[config.mk]
export PLATFORM = sky130hd
export DESIGN_NAME = clock_fanout_output_enable
export DESIGN_NICKNAME = d
export VERILOG_FILES = /design/src/fanout_pkg.sv /design/src/ref_share_if.sv /design/src/out_gate.sv /design/src/clock_fanout_output_enable.sv
export VERILOG_INCLUDE_DIRS = /design/src
export SDC_FILE = /design/constraint.sdc
export NUM_CORES = 1
export LEC_CHECK = 0
export BUFFER_PORTS_ARGS = -buffer_cell sky130_fd_sc_hd__clkbuf_2
export CORE_UTILIZATION = 54
export CTS_BUF_LIST = sky130_fd_sc_hd__clkbuf_4
export DETAILED_ROUTE_END_ITERATION = 16
export GPL_TIMING_DRIVEN = 0
export PLACE_DENSITY = 0.82
export REMOVE_ABC_BUFFERS = 1
export SLEW_MARGIN = 15
export SYNTH_ARGS = -nofsm -noshare
export SYNTH_HDL_FRONTEND = slang
export SYNTH_SLANG_ARGS = --single-unit
export TNS_END_PERCENT = 5
[constraint.sdc]
create_clock -name mclk_i -period 4.1 [get_ports mclk_i]
set_clock_uncertainty 0.1 [all_clocks]
set_input_delay 0.82 -clock mclk_i [delete_from_list [all_inputs] [get_ports mclk_i]]
set_output_delay 0.82 -clock mclk_i [all_outputs]
set_load 0.05 [all_outputs]
[src/fanout_cfg.svh]
// Constants of the clock fan-out output control.
// Assumes a 25 MHz system clock; included by bare name.
`ifndef FANOUT_CFG_SVH
`define FANOUT_CFG_SVH

// System clock period in ns
`define MCLK_PERIOD_NS      40
// Least power-up delay in ns, then in cycles rounded up
`define POWERUP_DELAY_NS    200000
`define POWERUP_DELAY_CYC   ((`POWERUP_DELAY_NS + `MCLK_PERIOD_NS - 1) / `MCLK_PERIOD_NS)
// Width of the power-up delay counter
`define DELAY_CNT_W         16
// Zero value of the delay counter
`define DELAY_CNT_ZERO      16'h0000
// Rising edges of the input clock that make it valid
`define CLK_VALID_EDGES     4'h4
// Zero value of the edge counter
`define EDGE_CNT_ZERO       4'h0

`endif

[src/fanout_pkg.sv]
// Types of the clock fan-out output control.
// Shared by the top module and the output gate.
package fanout_pkg;

    typedef enum logic [1:0] {
        state_power_off        = 2'b00,
        state_powerup_delay    = 2'b01,
        state_wait_input_clock = 2'b10,
        state_operating        = 2'b11
    } seq_state_t;

    typedef enum logic [1:0] {
        gate_off  = 2'b00,
        gate_park = 2'b01,
        gate_run  = 2'b10
    } gate_state_t;

endpackage : fanout_pkg

[src/ref_share_if.sv]
// Interface carrying the sampled reference clock and sequencer state.
// Driven by the top module, read by each output gate.
`timescale 1ns/1ps
`default_nettype none

interface ref_share_if;
    logic ref_level;
    logic operating;

    modport src (output ref_level, output operating);
    modport dst (input  ref_level, input  operating);
endinterface : ref_share_if

`default_nettype wire

[src/out_gate.sv]
// One output pair with its own active-low enable and glitch-free gating.
// Assumes ref_level is already synchronised to mclk_i.
`timescale 1ns/1ps
`default_nettype none

module out_gate
    import fanout_pkg::*;
(
    input  wire logic   mclk_i,
    input  wire logic   resetn_i,
    input  wire logic   enable_n_i,
    ref_share_if.dst    share,
    output logic        clk_p_o,
    output logic        clk_n_o,
    output logic        clk_oe_o
);

    logic        en_n_s1_q;
    logic        en_n_s2_q;
    gate_state_t state_q;
    gate_state_t state_d;
    logic        p_q;
    logic        p_d;
    logic        n_q;
    logic        n_d;
    logic        oe_q;
    logic        oe_d;
    logic        want;

    // Two-stage enable synchroniser
    always_ff @(posedge mclk_i or negedge resetn_i) begin
        if (!resetn_i) begin
            en_n_s1_q <= 1'b1;
            en_n_s2_q <= 1'b1;
        end else begin
            en_n_s1_q <= enable_n_i;
            en_n_s2_q <= en_n_s1_q;
        end
    end

    // Low enables the pair, only once operating
    assign want = !en_n_s2_q && share.operating;

    always_comb begin
        state_d = state_q;
        p_d     = p_q;
        n_d     = n_q;
        oe_d    = oe_q;
        unique case (state_q)
            gate_off: begin
                p_d  = 1'b0;
                n_d  = 1'b0;
                oe_d = 1'b0;
                if (want) begin
                    // Drive true line high before clocking
                    state_d = gate_park;
                    p_d     = 1'b1;
                    n_d     = 1'b0;
                    oe_d    = 1'b1;
                end
            end
            gate_park: begin
                if (!want) begin
                    state_d = gate_off;
                    p_d     = 1'b0;
                    oe_d    = 1'b0;
                end else if (share.ref_level) begin
                    // Join the clock while high, no runt
                    state_d = gate_run;
                end
            end
            gate_run: begin
                p_d = share.ref_level;
                n_d = !share.ref_level;
                if (!share.operating) begin
                    state_d = gate_off;
                    p_d     = 1'b0;
                    n_d     = 1'b0;
                    oe_d    = 1'b0;
                end else if (!want && !share.ref_level) begin
                    // Release only in the low phase
                    state_d = gate_off;
                    p_d     = 1'b0;
                    n_d     = 1'b0;
                    oe_d    = 1'b0;
                end
            end
            default: begin
                state_d = gate_off;
                p_d     = 1'b0;
                n_d     = 1'b0;
                oe_d    = 1'b0;
            end
        endcase
    end

    always_ff @(posedge mclk_i or negedge resetn_i) begin
        if (!resetn_i) begin
            state_q <= gate_off;
            p_q     <= 1'b0;
            n_q     <= 1'b0;
            oe_q    <= 1'b0;
        end else begin
            state_q <= state_d;
            p_q     <= p_d;
            n_q     <= n_d;
            oe_q    <= oe_d;
        end
    end

    assign clk_p_o  = p_q;
    assign clk_n_o  = n_q;
    assign clk_oe_o = oe_q;

endmodule : out_gate

`default_nettype wire

[src/clock_fanout_output_enable.sv]
// Output control of a two-pair reference clock fan-out buffer.
// Assumes ref_clock_in, supply detect and enables are asynchronous pins.
//
// Overview of operation
// - On supply detected, enter delay state and wait 0.2 ms before advancing.
// - After the delay, wait with outputs disabled for a valid input clock.
// - On valid input clock, enter operating state; outputs follow their enables.
// - Each pair has active-low enable: low drives, high tri-states both lines.
// - Enables change anytime; synchronise them before use.
// - Enabled pair resumes clocking glitch-free, 2 to 6 input periods later; code takes 3 mclk_i cycles, then waits for a high reference.
// - On enable, leave tri-state and drive true line high before clocking.
// - Disabled pair stops glitch-free and tri-states 2 to 6 periods later; code takes at least 3 mclk_i cycles, then waits for a low reference.
// - Each enabled pair carries a copy of the input reference clock.
`timescale 1ns/1ps
`default_nettype none
`include "fanout_cfg.svh"

module clock_fanout_output_enable
    import fanout_pkg::*;
#(
    parameter int POWERUP_DELAY_CYCLES = `POWERUP_DELAY_CYC
)
(
    input  wire logic   mclk_i,
    input  wire logic   resetn_i,
    input  wire logic   supply_good_i,
    input  wire logic   ref_clock_in_i,
    input  wire logic   out1_enable_n_i,
    input  wire logic   out2_enable_n_i,
    output logic        buffered_clock_out1_p_o,
    output logic        buffered_clock_out1_n_o,
    output logic        buffered_clock_out1_oe_o,
    output logic        buffered_clock_out2_p_o,
    output logic        buffered_clock_out2_n_o,
    output logic        buffered_clock_out2_oe_o,
    output logic        operating_o
);

    ref_share_if share ();

    logic                       sup_s1_q;
    logic                       sup_s2_q;
    logic                       ref_s1_q;
    logic                       ref_s2_q;
    logic                       ref_s3_q;
    logic                       ref_rise;
    seq_state_t                 state_q;
    seq_state_t                 state_d;
    logic [`DELAY_CNT_W-1:0]    delay_q;
    logic [`DELAY_CNT_W-1:0]    delay_d;
    logic [3:0]                 edges_q;
    logic [3:0]                 edges_d;
    logic                       oper_q;
    logic                       oper_d;

    // Pin synchronisers
    always_ff @(posedge mclk_i or negedge resetn_i) begin
        if (!resetn_i) begin
            sup_s1_q <= 1'b0;
            sup_s2_q <= 1'b0;
            ref_s1_q <= 1'b0;
            ref_s2_q <= 1'b0;
            ref_s3_q <= 1'b0;
        end else begin
            sup_s1_q <= supply_good_i;
            sup_s2_q <= sup_s1_q;
            ref_s1_q <= ref_clock_in_i;
            ref_s2_q <= ref_s1_q;
            ref_s3_q <= ref_s2_q;
        end
    end

    assign ref_rise = ref_s2_q && !ref_s3_q;

    // Power-up sequencer
    always_comb begin
        state_d = state_q;
        delay_d = delay_q;
        edges_d = edges_q;
        oper_d  = 1'b0;
        unique case (state_q)
            state_power_off: begin
                delay_d = `DELAY_CNT_ZERO;
                edges_d = `EDGE_CNT_ZERO;
                if (sup_s2_q) begin
                    state_d = state_powerup_delay;
                end
            end
            state_powerup_delay: begin
                edges_d = `EDGE_CNT_ZERO;
                if (delay_q >= `DELAY_CNT_W'(POWERUP_DELAY_CYCLES - 1)) begin
                    state_d = state_wait_input_clock;
                end else begin
                    delay_d = delay_q + `DELAY_CNT_W'(1);
                end
            end
            state_wait_input_clock: begin
                // Count input clock edges for validity
                if (ref_rise) begin
                    edges_d = edges_q + 4'h1;
                    if (edges_q + 4'h1 >= `CLK_VALID_EDGES) begin
                        state_d = state_operating;
                        oper_d  = 1'b1;
                    end
                end
            end
            state_operating: begin
                oper_d = 1'b1;
            end
        endcase
        if (!sup_s2_q) begin
            state_d = state_power_off;
            delay_d = `DELAY_CNT_ZERO;
            edges_d = `EDGE_CNT_ZERO;
            oper_d  = 1'b0;
        end
    end

    always_ff @(posedge mclk_i or negedge resetn_i) begin
        if (!resetn_i) begin
            state_q <= state_power_off;
            delay_q <= `DELAY_CNT_ZERO;
            edges_q <= `EDGE_CNT_ZERO;
            oper_q  <= 1'b0;
        end else begin
            state_q <= state_d;
            delay_q <= delay_d;
            edges_q <= edges_d;
            oper_q  <= oper_d;
        end
    end

    assign share.ref_level = ref_s2_q;
    assign share.operating = oper_q;
    assign operating_o     = oper_q;

    // One gate per output pair
    out_gate u_gate1 (
        .mclk_i     (mclk_i),
        .resetn_i   (resetn_i),
        .enable_n_i (out1_enable_n_i),
        .share      (share),
        .clk_p_o    (buffered_clock_out1_p_o),
        .clk_n_o    (buffered_clock_out1_n_o),
        .clk_oe_o   (buffered_clock_out1_oe_o)
    );

    out_gate u_gate2 (
        .mclk_i     (mclk_i),
        .resetn_i   (resetn_i),
        .enable_n_i (out2_enable_n_i),
        .share      (share),
        .clk_p_o    (buffered_clock_out2_p_o),
        .clk_n_o    (buffered_clock_out2_n_o),
        .clk_oe_o   (buffered_clock_out2_oe_o)
    );

endmodule : clock_fanout_output_enable

`default_nettype wire

==> flow_summary.ini, run 1 <==
[sta]
slew_headroom_pct = 34.6
worstMarginPinSlew_ps = 981
min_period_ps = 2140
fin_crit_sh_pct = 52.2
tns_ps = 0
finalMaxSlewViolations = 0
max_freq_mhz = 467
hold_viol = 0
final-setup-viol-count = 0
rsz0062_at_grt = no

[cells_and_area]
fillers = 272
layout.nets = 224
fin_cells = 259
n_antenna_cell = 0
fin_util_pct = 64.1
post_route_cells_drive_above_1_share_pct = 13.1
area_delta_synth_final_pct = 10.6

[clock_tree]
cts_buffers = 5
cts_hold_buf = 0
numClockSinks = 42
clockRootBuffer = clkbuf_4
clk_pin_slew_worst_paths_ps = 120
clkLatencyLatePin_ps = 340
tritoncts = built
postCtsSetupRepairBufs = 0
htreeDepth = 2
post_cts_resize_count = 0
clockBufferDepth = 2

[floorplan]
die_w_um = 62.6
dieHeight_um = 62.6
design.die.area_um2 = 3910
rows = 21
ios = 13
coreArea_um2 = 3420
initial_core_util_pct = 58.0

[global_routing]
grt_max_degree = 43
grt_pass1_wl_mm = 6.29
grt_pass1_vias = 1484
antenna_found_initial = 0
overflow = 0
grt_usage_pct = 20.4

[flow_run]
cap_violations = 0

[worst_setup_path]
arrival_ps = 2310
critPathMaxFanout = 10
path_cells = inv_1 -> ha_1 -> and2_0 -> nand3_1 -> a21oi_2 -> a41oi_1 -> a31oi_1
path_buf_inv = 1
worstReg2RegStart = state_q[1]
cp-end-kind = flip-flop
path_delay_family = compound AO/OA/AOI/OAI gates
crit_slowest_cell = dfrtp_1
cp-startpoint = state_q[1]
critPathRequiredTime_ps = 4270
cp_slowest_stage_delay_ps = 440
worstSetupStartpointType = flip-flop
critPathKind = reg -> reg

[yosys]
synth.area.top_cells = dfrtp_1 48%, dfstp_2 5.3%, nand2_1 4.2%, ha_1 3.8%, a21oi_1 3.5%
synth_edf_count = 0
ys.warnings.count = 0
async_flop_share_pct = 100
synth_top_cell_by_area = dfrtp_1
synthCells = 195
syn_avg_cell_area_um2 = 10.2
syn_area_um2 = 1980
yosys_most_used_dff = dfrtp_1
post-synth-top-area-fraction_pct = 48.0
ys_top_cells_by_count = 38 x dfrtp_1, 22 x nand2_1, 14 x a21oi_1
synthDistinctLibCells = 42
synth-seq-area-share_pct = 53.3
synthMostInstantiatedCell = dfrtp_1
synth_seq_cells = 42

[status]
outcome = finished clean

[routing]
drt_iter0_drc = 125
drt-total-wl_mm = 3.46
drcViolationCount = 0
vias_per_cell = 5.96
ant_nets = 0
drt-wirelength-per-cell_um = 13.4
drt-pass1-iter-count = 4
vias = 1543

[pwr]
p_leak_nw = 0.964
peakVddDrop_v = 0.000250
cellPowerDensity_nw_per_um2 = 473
finalPower_w = 0.00104

[worst_hold_path]
min_from = ref_s1_q
hold_class = reg -> reg

[placed_design]
hpwl_mm = 2.36
routabilityCongestion = 0.892
dp_cells = 251
portBuffers = 12
## flip-flops by register name, summed over array words and instances (netlist names), 2 cells and up
name             count
delay_q             16
edges_q              4
state_q              2
u_gate1.state_q      2
u_gate2.state_q      2
## cell usage in the layout (no fill, tap or decap), types with 3 or more instances in the layout
master,Yosys,layout
dfstp_2,4,4
dfrtp_1,38,38
nand3_1,11,11
o31ai_1,4,4
clkbuf_4,0,5
nand2_1,22,22
clkbuf_2,1,12
o21ai_0,12,12
and2_1,7,7
ha_1,6,6
nor3_1,5,5
nor2_1,10,10
inv_1,9,9
nand2b_1,4,4
a31oi_1,7,7
nor2b_1,3,3
a21oi_1,14,14
## cells by family after synthesis
group	Yosys count	synth area share [%]
xor+xnor	2	0.885
buf+inv	11	2.15
compound gates	55	18.3
simple gates	76	20.0
flops	42	53.3
fa+ha+maj	8	4.80
mux	1	0.505
## worst reg2reg max path: stages (launching register included)
cell and delay [ps]:
dfrtp_1 440, inv_1 100, ha_1 250, and2_0 340, nand3_1 130, a21oi_2 370, a41oi_1 180, a31oi_1 160
## through the flow
step                instance area, um^2  hold slack, ps  worst slack [ps]
global route                       2190             263              1760
detailed placement                 2090             236              1960
finish                             2190             249              1960
CTS                                2190             256              1950
global placement                   2090             235              2020
floorplan                          1970             231              2320
## where the power goes
group          switching [W]  leakage, nW  internal (W)
combinational       0.000163        0.352     0.0000871
clock               0.000129       0.0528      0.000188
sequential         0.0000289        0.558      0.000440
total               0.000320        0.964      0.000715
## layout make-up
cell class | count | area (um^2) | area share [%]
multi-input combinational | 142 | 882 | 40.3
timing repair buffer | 12 | 60.1 | 2.74
clock inverter | 3 | 63.8 | 2.91
clock buffer | 5 | 37.5 | 1.71
inverter | 9 | 33.8 | 1.54
sequential | 42 | 1060 | 48.2
tap | 46 | 57.6 | 2.63
## metal layers
layer | share of wire [%] | GRT usage, %
met5 | 0 | 0
met4 | 1.0 | 6.40
met3 | 3.9 | 7.30
met2 | 48 | 33.7
met1 | 47 | 24.8
## final timing paths
kind	end	slack, ps	cells after the start
setup / recovery	delay_q[9]	1960	7
hold / removal	ref_s2_q	250	0
hold reg to reg	ref_s2_q	250	0
setup reg to reg	delay_q[9]	1960	7
max in group asynchronous	delay_q[12]	2780	1
min in group asynchronous	u_gate2.clk_n_o	510	1
No activity file was read; power rests on OpenSTA's default activity.
==> run 2, diff against run 1 <==
==> constraint.sdc (replaced) <==
create_clock -name mclk_i -period 2.15 [get_ports mclk_i]
set_clock_uncertainty 0.1 [all_clocks]
set_input_delay 0.43 -clock mclk_i [delete_from_list [all_inputs] [get_ports mclk_i]]
set_output_delay 0.43 -clock mclk_i [all_outputs]
set_load 0.05 [all_outputs]
==> run 2 against run 1 <==
Via count grew 0.58%; die area is the same; largest power group unchanged; global-route usage is the same; non-clock buffer count grew 2; routed wire length grew 2.3%; critical path depth shrank 1; sequential cell count is the same; sequential power grew 91%; register-to-register slack lost 1800 ps; cell count grew 0.77%; design area grew 1.0%; total power grew 93%.
==> flow_summary.ini, run 2 (same netlist as run 1, synthesis figures left out) <==
[status]
outcome = finished clean

[sta]
min_period_ps = 1970
hold_viol = 0
finalMaxSlewViolations = 0
slew_headroom_pct = 34.3
max_freq_mhz = 508
rsz0062_at_grt = no
tns_ps = 0
fin_crit_sh_pct = 91.6
worstMarginPinSlew_ps = 985
final-setup-viol-count = 0

[global_routing]
overflow = 0
antenna_found_initial = 0
grt_pass1_wl_mm = 6.29
grt_max_degree = 43
grt_usage_pct = 20.4
grt_pass1_vias = 1484

[routing]
met1_length_mm = 1.65
vias_per_cell = 5.95
drt-pass1-iter-count = 4
drcViolationCount = 0
ant_nets = 0
vias = 1552
drt_iter0_drc = 125
drt-total-wl_mm = 3.54
routed.top_layer = met4
drt-wirelength-per-cell_um = 13.6
wl_met2_mm = 1.65
route.met3.wl_um = 187

[pwr]
cellPowerDensity_nw_per_um2 = 904
p_int_w = 0.00138
p_switching_w = 0.000622
power.share.clock_pct = 30.3
p_comb_share_pct = 25.0
finalPower_w = 0.00200
p_leak_nw = 0.977
peakVddDrop_v = 0.000462
p_sw_share_pct = 31.1
seqPwrFrac_pct = 44.7

[clock_tree]
numClockSinks = 42
cts_buffers = 5
tritoncts = built
htreeDepth = 2
clockBufferDepth = 2
clkLatencyLatePin_ps = 350
clockRootBuffer = clkbuf_4
cts_hold_buf = 0
clk_pin_slew_worst_paths_ps = 120

[cells_and_area]
top_register = delay_q
fin_util_pct = 64.8
layout.nets = 226
top_regs = delay_q: 16 flops, edges_q: 4 flops
post_route_cells_drive_above_1_share_pct = 14.0
layout_common_cells = 38 x dfrtp_1, 22 x nand2_1, 14 x a21oi_1, 12 x o21ai_0, 12 x clkbuf_2
largest_reg_flops = 16
area_delta_synth_final_pct = 11.7
layout_commonest_cell = dfrtp_1
n_antenna_cell = 0

[worst_hold_path]
worst_hold_path.endpoint = u_gate2.en_n_s1_q
hold_class = in -> reg
hold_depth = 1
min_from = out2_enable_n_i

[floorplan]
rows = 21
die_w_um = 62.6
design.die.area_um2 = 3910
initial_core_util_pct = 58.0
coreArea_um2 = 3420
dieHeight_um = 62.6
ios = 13

[worst_setup_path]
critPathRequiredTime_ps = 2300
cp-startpoint = state_q[0]
rr_endpoint = delay_q[8]
arrival_ps = 2120
cp-end-kind = flip-flop
worstReg2RegStart = state_q[0]
critPathMaxFanout = 6
reg2reg_depth = 6
critPathKind = reg -> reg
worstSetupStartpointType = flip-flop
ff2ff_setup_slack_ps = 180

[placed_design]
portBuffers = 12
hpwl_mm = 2.36
routabilityCongestion = 0.892

[flow_run]
cap_violations = 0
run 2: cell types whose count changed in the layout (fill, tap and decap cells not counted), sizes merged:
cell,change
buf,+2
run 2: worst max path at each step:
stage | depth (start not counted) | endpoint
final | 6 | delay_q[8]
after global routing | 6 | delay_q[8]
after CTS | 7 | delay_q[9]
after detailed placement | 7 | delay_q[9]
after global placement | 7 | delay_q[9]
after floorplan | 7 | state_q[1]
run 2: worst max-delay path, cell delays in order (launching register included):
cell and delay (ps):
dfrtp_1 430, inv_1 110, ha_1 220, inv_1 70, o21ai_0 580, nor2_1 80, a31o_2 270
run 2: final cells by class:
class	count	area, um^2
clock buffer	5	37.5
clock inverter	3	63.8
fill	270	1200
inverter	9	33.8
multi-input combinational	142	890
sequential	42	1060
tap	46	57.6
timing repair buffer	14	75.1
run 2: per-layer routing:
layer / up-vias / track usage, %
met2: 50 / 33.7
met4: 0 / 6.40
met3: 6 / 7.30
met1: 752 / 24.8
li1: 744 / -
met5: - / 0
run 2: what timing repair did:
item | in CTS | in global routing
setup endpoints to repair | 0 | 5
setup buffers | 0 | 2
endpoints found under the hold margin | 0 | 0
resized for setup | 0 | 2
run 2: per-stage QoR:
step / cell area [um^2] / std cells / setup WS (ps) / hold WS, ps
2_1_floorplan: 1970 / 193 / 375 / 34.4
6_report: 2210 / 261 / 181 / 46.9
4_1_cts: 2190 / 259 / 4.91 / 38.2
5_1_grt: 2210 / 261 / 9.87 / 15.6
3_5_place_dp: 2090 / 251 / 14.6 / 236
3_3_place_gp: 2090 / 251 / 66.0 / 235
run 2: power groups by stage:
stage / clock (W) / combinational (W) / sequential (W)
6_report: 0.000606 / 0.000500 / 0.000895
5_1_grt: 0.000653 / 0.000556 / 0.000903
4_1_cts: 0.000616 / 0.000478 / 0.000896
3_5_place_dp: 0 / 0.000479 / 0.000910
3_3_place_gp: 0 / 0.000461 / 0.000908
2_1_floorplan: 0 / 0.000341 / 0.000917
==> run 3, diff against run 2 <==
--- a/config.mk
+++ b/config.mk
@@ -6,6 +6,7 @@
 export SDC_FILE = /design/constraint.sdc
 export NUM_CORES = 1
 export LEC_CHECK = 0
+export ABC_AREA = 1
 export BUFFER_PORTS_ARGS = -buffer_cell sky130_fd_sc_hd__clkbuf_2
 export CORE_UTILIZATION = 54
 export CTS_BUF_LIST = sky130_fd_sc_hd__clkbuf_4
==> run 3 against run 2 <==
Sequential cell count unchanged; synthesized area rose by 12%; sequential share of layout area decreased by 3.3 points; worst hold slack lost 19 ps; clock power fell by 15%; cell count up 31%; critical endpoint is now delay_q[9]; highest routed layer unchanged.
==> flow_summary.ini, run 3 <==
[worst_setup_path]
arrival_ps = 2070
path_buf_inv = 1
critPathKind = reg -> reg
critPathRequiredTime_ps = 2360
cp-end-kind = flip-flop
path_delay_family = simple AND/OR/NAND/NOR gates
cp_slowest_stage_delay_ps = 430
cp_common_cell = nand2_1
path_cells = inv_1 -> ha_1 -> nor2_1 -> nand2_1 -> nand3_4 -> nand2_4 -> nand3_1 -> nand2_1
crit_slowest_cell = dfrtp_1
worstSetupStartpointType = flip-flop
critPathMaxFanout = 16

[yosys]
yosys.area_share.simple_pct = 34.2
synthDistinctLibCells = 32
syn_avg_cell_area_um2 = 7.89
synth-seq-area-share_pct = 47.6
synth_adder_area_share_pct = 3.38
yosys_most_used_dff = dfrtp_1
ys.warnings.count = 0
synthCells = 281
synthMuxAreaShare_pct = 0.451
async_flop_share_pct = 100
syn_area_um2 = 2220
synth_edf_count = 0
synth_top_cell_by_area = dfrtp_1
synth_seq_cells = 42
synth_top_family_by_area = simple AND/OR/NAND/NOR gates
ys_top_cells_by_count = 75 x nand2_1, 38 x dfrtp_1, 38 x nand3_1
post-synth-top-area-fraction_pct = 42.9
synth_xor_area_share_pct = 0.395
synth.area.top_cells = dfrtp_1 43%, nand2_1 13%, nand3_1 8.6%, inv_1 6.3%, nor2_1 5.6%
synthMostInstantiatedCell = nand2_1
synth_compound_area_share_pct = 5.36

[sta]
max_freq_mhz = 538
hold_viol = 0
min_period_ps = 1860
fin_crit_sh_pct = 86.4
rsz0062_at_grt = no
worstMarginPinSlew_ps = 1000
final-setup-viol-count = 0
tns_ps = 0
finalMaxSlewViolations = 0
slew_headroom_pct = 33.3
worst_slack_ps = 292

[clock_tree]
numClockSinks = 42
clkLatencyLatePin_ps = 360
clockBufferDepth = 2
clk_pin_slew_worst_paths_ps = 130
clockRootBuffer = clkbuf_4
htreeDepth = 2
cts_hold_buf = 0
postCtsSetupRepairBufs = 0
tritoncts = built
cts_buffers = 5

[routing]
drt-total-wl_mm = 4.16
drt-pass1-iter-count = 4
drt_iter0_drc = 204
vias_per_cell = 5.29
ant_nets = 0
drcViolationCount = 0
vias = 1814
drt-wirelength-per-cell_um = 12.1

[cells_and_area]
n_antenna_cell = 0
fin_cells = 343
largest_reg_flops = 16
area_delta_synth_final_pct = 7.11
layout_commonest_cell = nand2_1
top_register = delay_q
top_regs = delay_q: 16 flops, edges_q: 4 flops
layout.nets = 306
layout_common_cells = 74 x nand2_1, 38 x nand3_1, 38 x dfrtp_1, 37 x inv_1, 33 x nor2_1
post_route_cells_drive_above_1_share_pct = 13.2

[status]
outcome = finished clean

[pwr]
finalPower_w = 0.00177
p_leak_nw = 1.23
peakVddDrop_v = 0.000459
cellPowerDensity_nw_per_um2 = 743

[placed_design]
portBuffers = 12
dp_cells = 335
routabilityCongestion = 0.837
hpwl_mm = 2.95
post-place-ws_ps = 127

[worst_hold_path]
hold_class = in -> reg

[global_routing]
grt_usage_pct = 23.0
grt_pass1_vias = 1804
grt_pass1_wl_mm = 7.56
overflow = 0
antenna_found_initial = 0
grt_max_degree = 43

[floorplan]
coreArea_um2 = 3800
design.die.area_um2 = 4370
initial_core_util_pct = 58.4
ios = 13
rows = 22
dieHeight_um = 66.1
die_w_um = 66.1

[flow_run]
cap_violations = 0
-- run 3: cell type report --
cell class	count	area, um^2
Clock inverter	3	45.0
Timing Repair Buffer	12	60.1
Inverter	38	143
Multi-Input combinational cell	195	975
Fill cell	337	1420
Sequential cell	42	1060
Clock buffer	5	37.5
Tap cell	48	60.1
-- run 3: timing repair --
action | 4_1_cts | 5_1_grt
resized for setup | 0 | 1
endpoints found under the setup margin | 0 | 12
hold endpoints to repair | 0 | 0
-- run 3: per-layer routing --
layer / vias up / wire, um / share of wire [%] / global-route usage [%]
met5: - / 0 / 0 / 0
met1: 848 / 1860 / 45 / 28.0
li1: 920 / - / - / -
met4: 0 / 70 / 1.7 / 8.51
met3: 6 / 169 / 4.1 / 4.66
met2: 40 / 2050 / 49 / 40.2
-- run 3: power by group --
group | total, W | internal [W] | switching (W)
logic | 0.000383 | 0.000100 | 0.000282
registers | 0.000870 | 0.000832 | 0.0000379
clock network | 0.000513 | 0.000244 | 0.000269
total | 0.00177 | 0.00118 | 0.000589
-- run 3: worst paths after layout --
check                                 from           endpoint  slack [ps]  cells past startpoint
hold reg to reg                   sup_s1_q           sup_s2_q         260                      0
setup / recovery                state_q[1]         delay_q[9]         290                      8
setup reg to reg                state_q[1]         delay_q[9]         290                      8
hold / removal             out1_enable_n_i  u_gate1.en_n_s1_q          30                      1
min in group asynchronous         resetn_i   u_gate1.clk_oe_o         110                      1
max in group asynchronous         resetn_i         delay_q[1]        1230                      1
-- run 3: kinds of logic after synthesis --
logic type | count (synthesis)
flip-flops | 42
AO/OA/AOI/OAI | 19
AND/OR/NAND/NOR | 168
XOR/XNOR | 1
adder cells (fa/ha/maj) | 6
buffers and inverters | 44
multiplexers | 1
-- run 3: worst register-to-register path, delay by kind of cell, from the launching register on --
family	cells	cell delay (ps)
flip-flops	1	430
adder cells (fa/ha/maj)	1	340
buffers and inverters	1	90
AND/OR/NAND/NOR	6	860
-- run 3: metrics by stage --
step	instance area, um^2	hold WS [ps]	utilization [%]
after global routing	2380	4.88	62.5
after CTS	2370	20.0	62.5
after detailed placement	2290	236	60.3
after global placement	2290	231	60.3
final	2380	27.7	62.5
after floorplan	2170	34.4	-
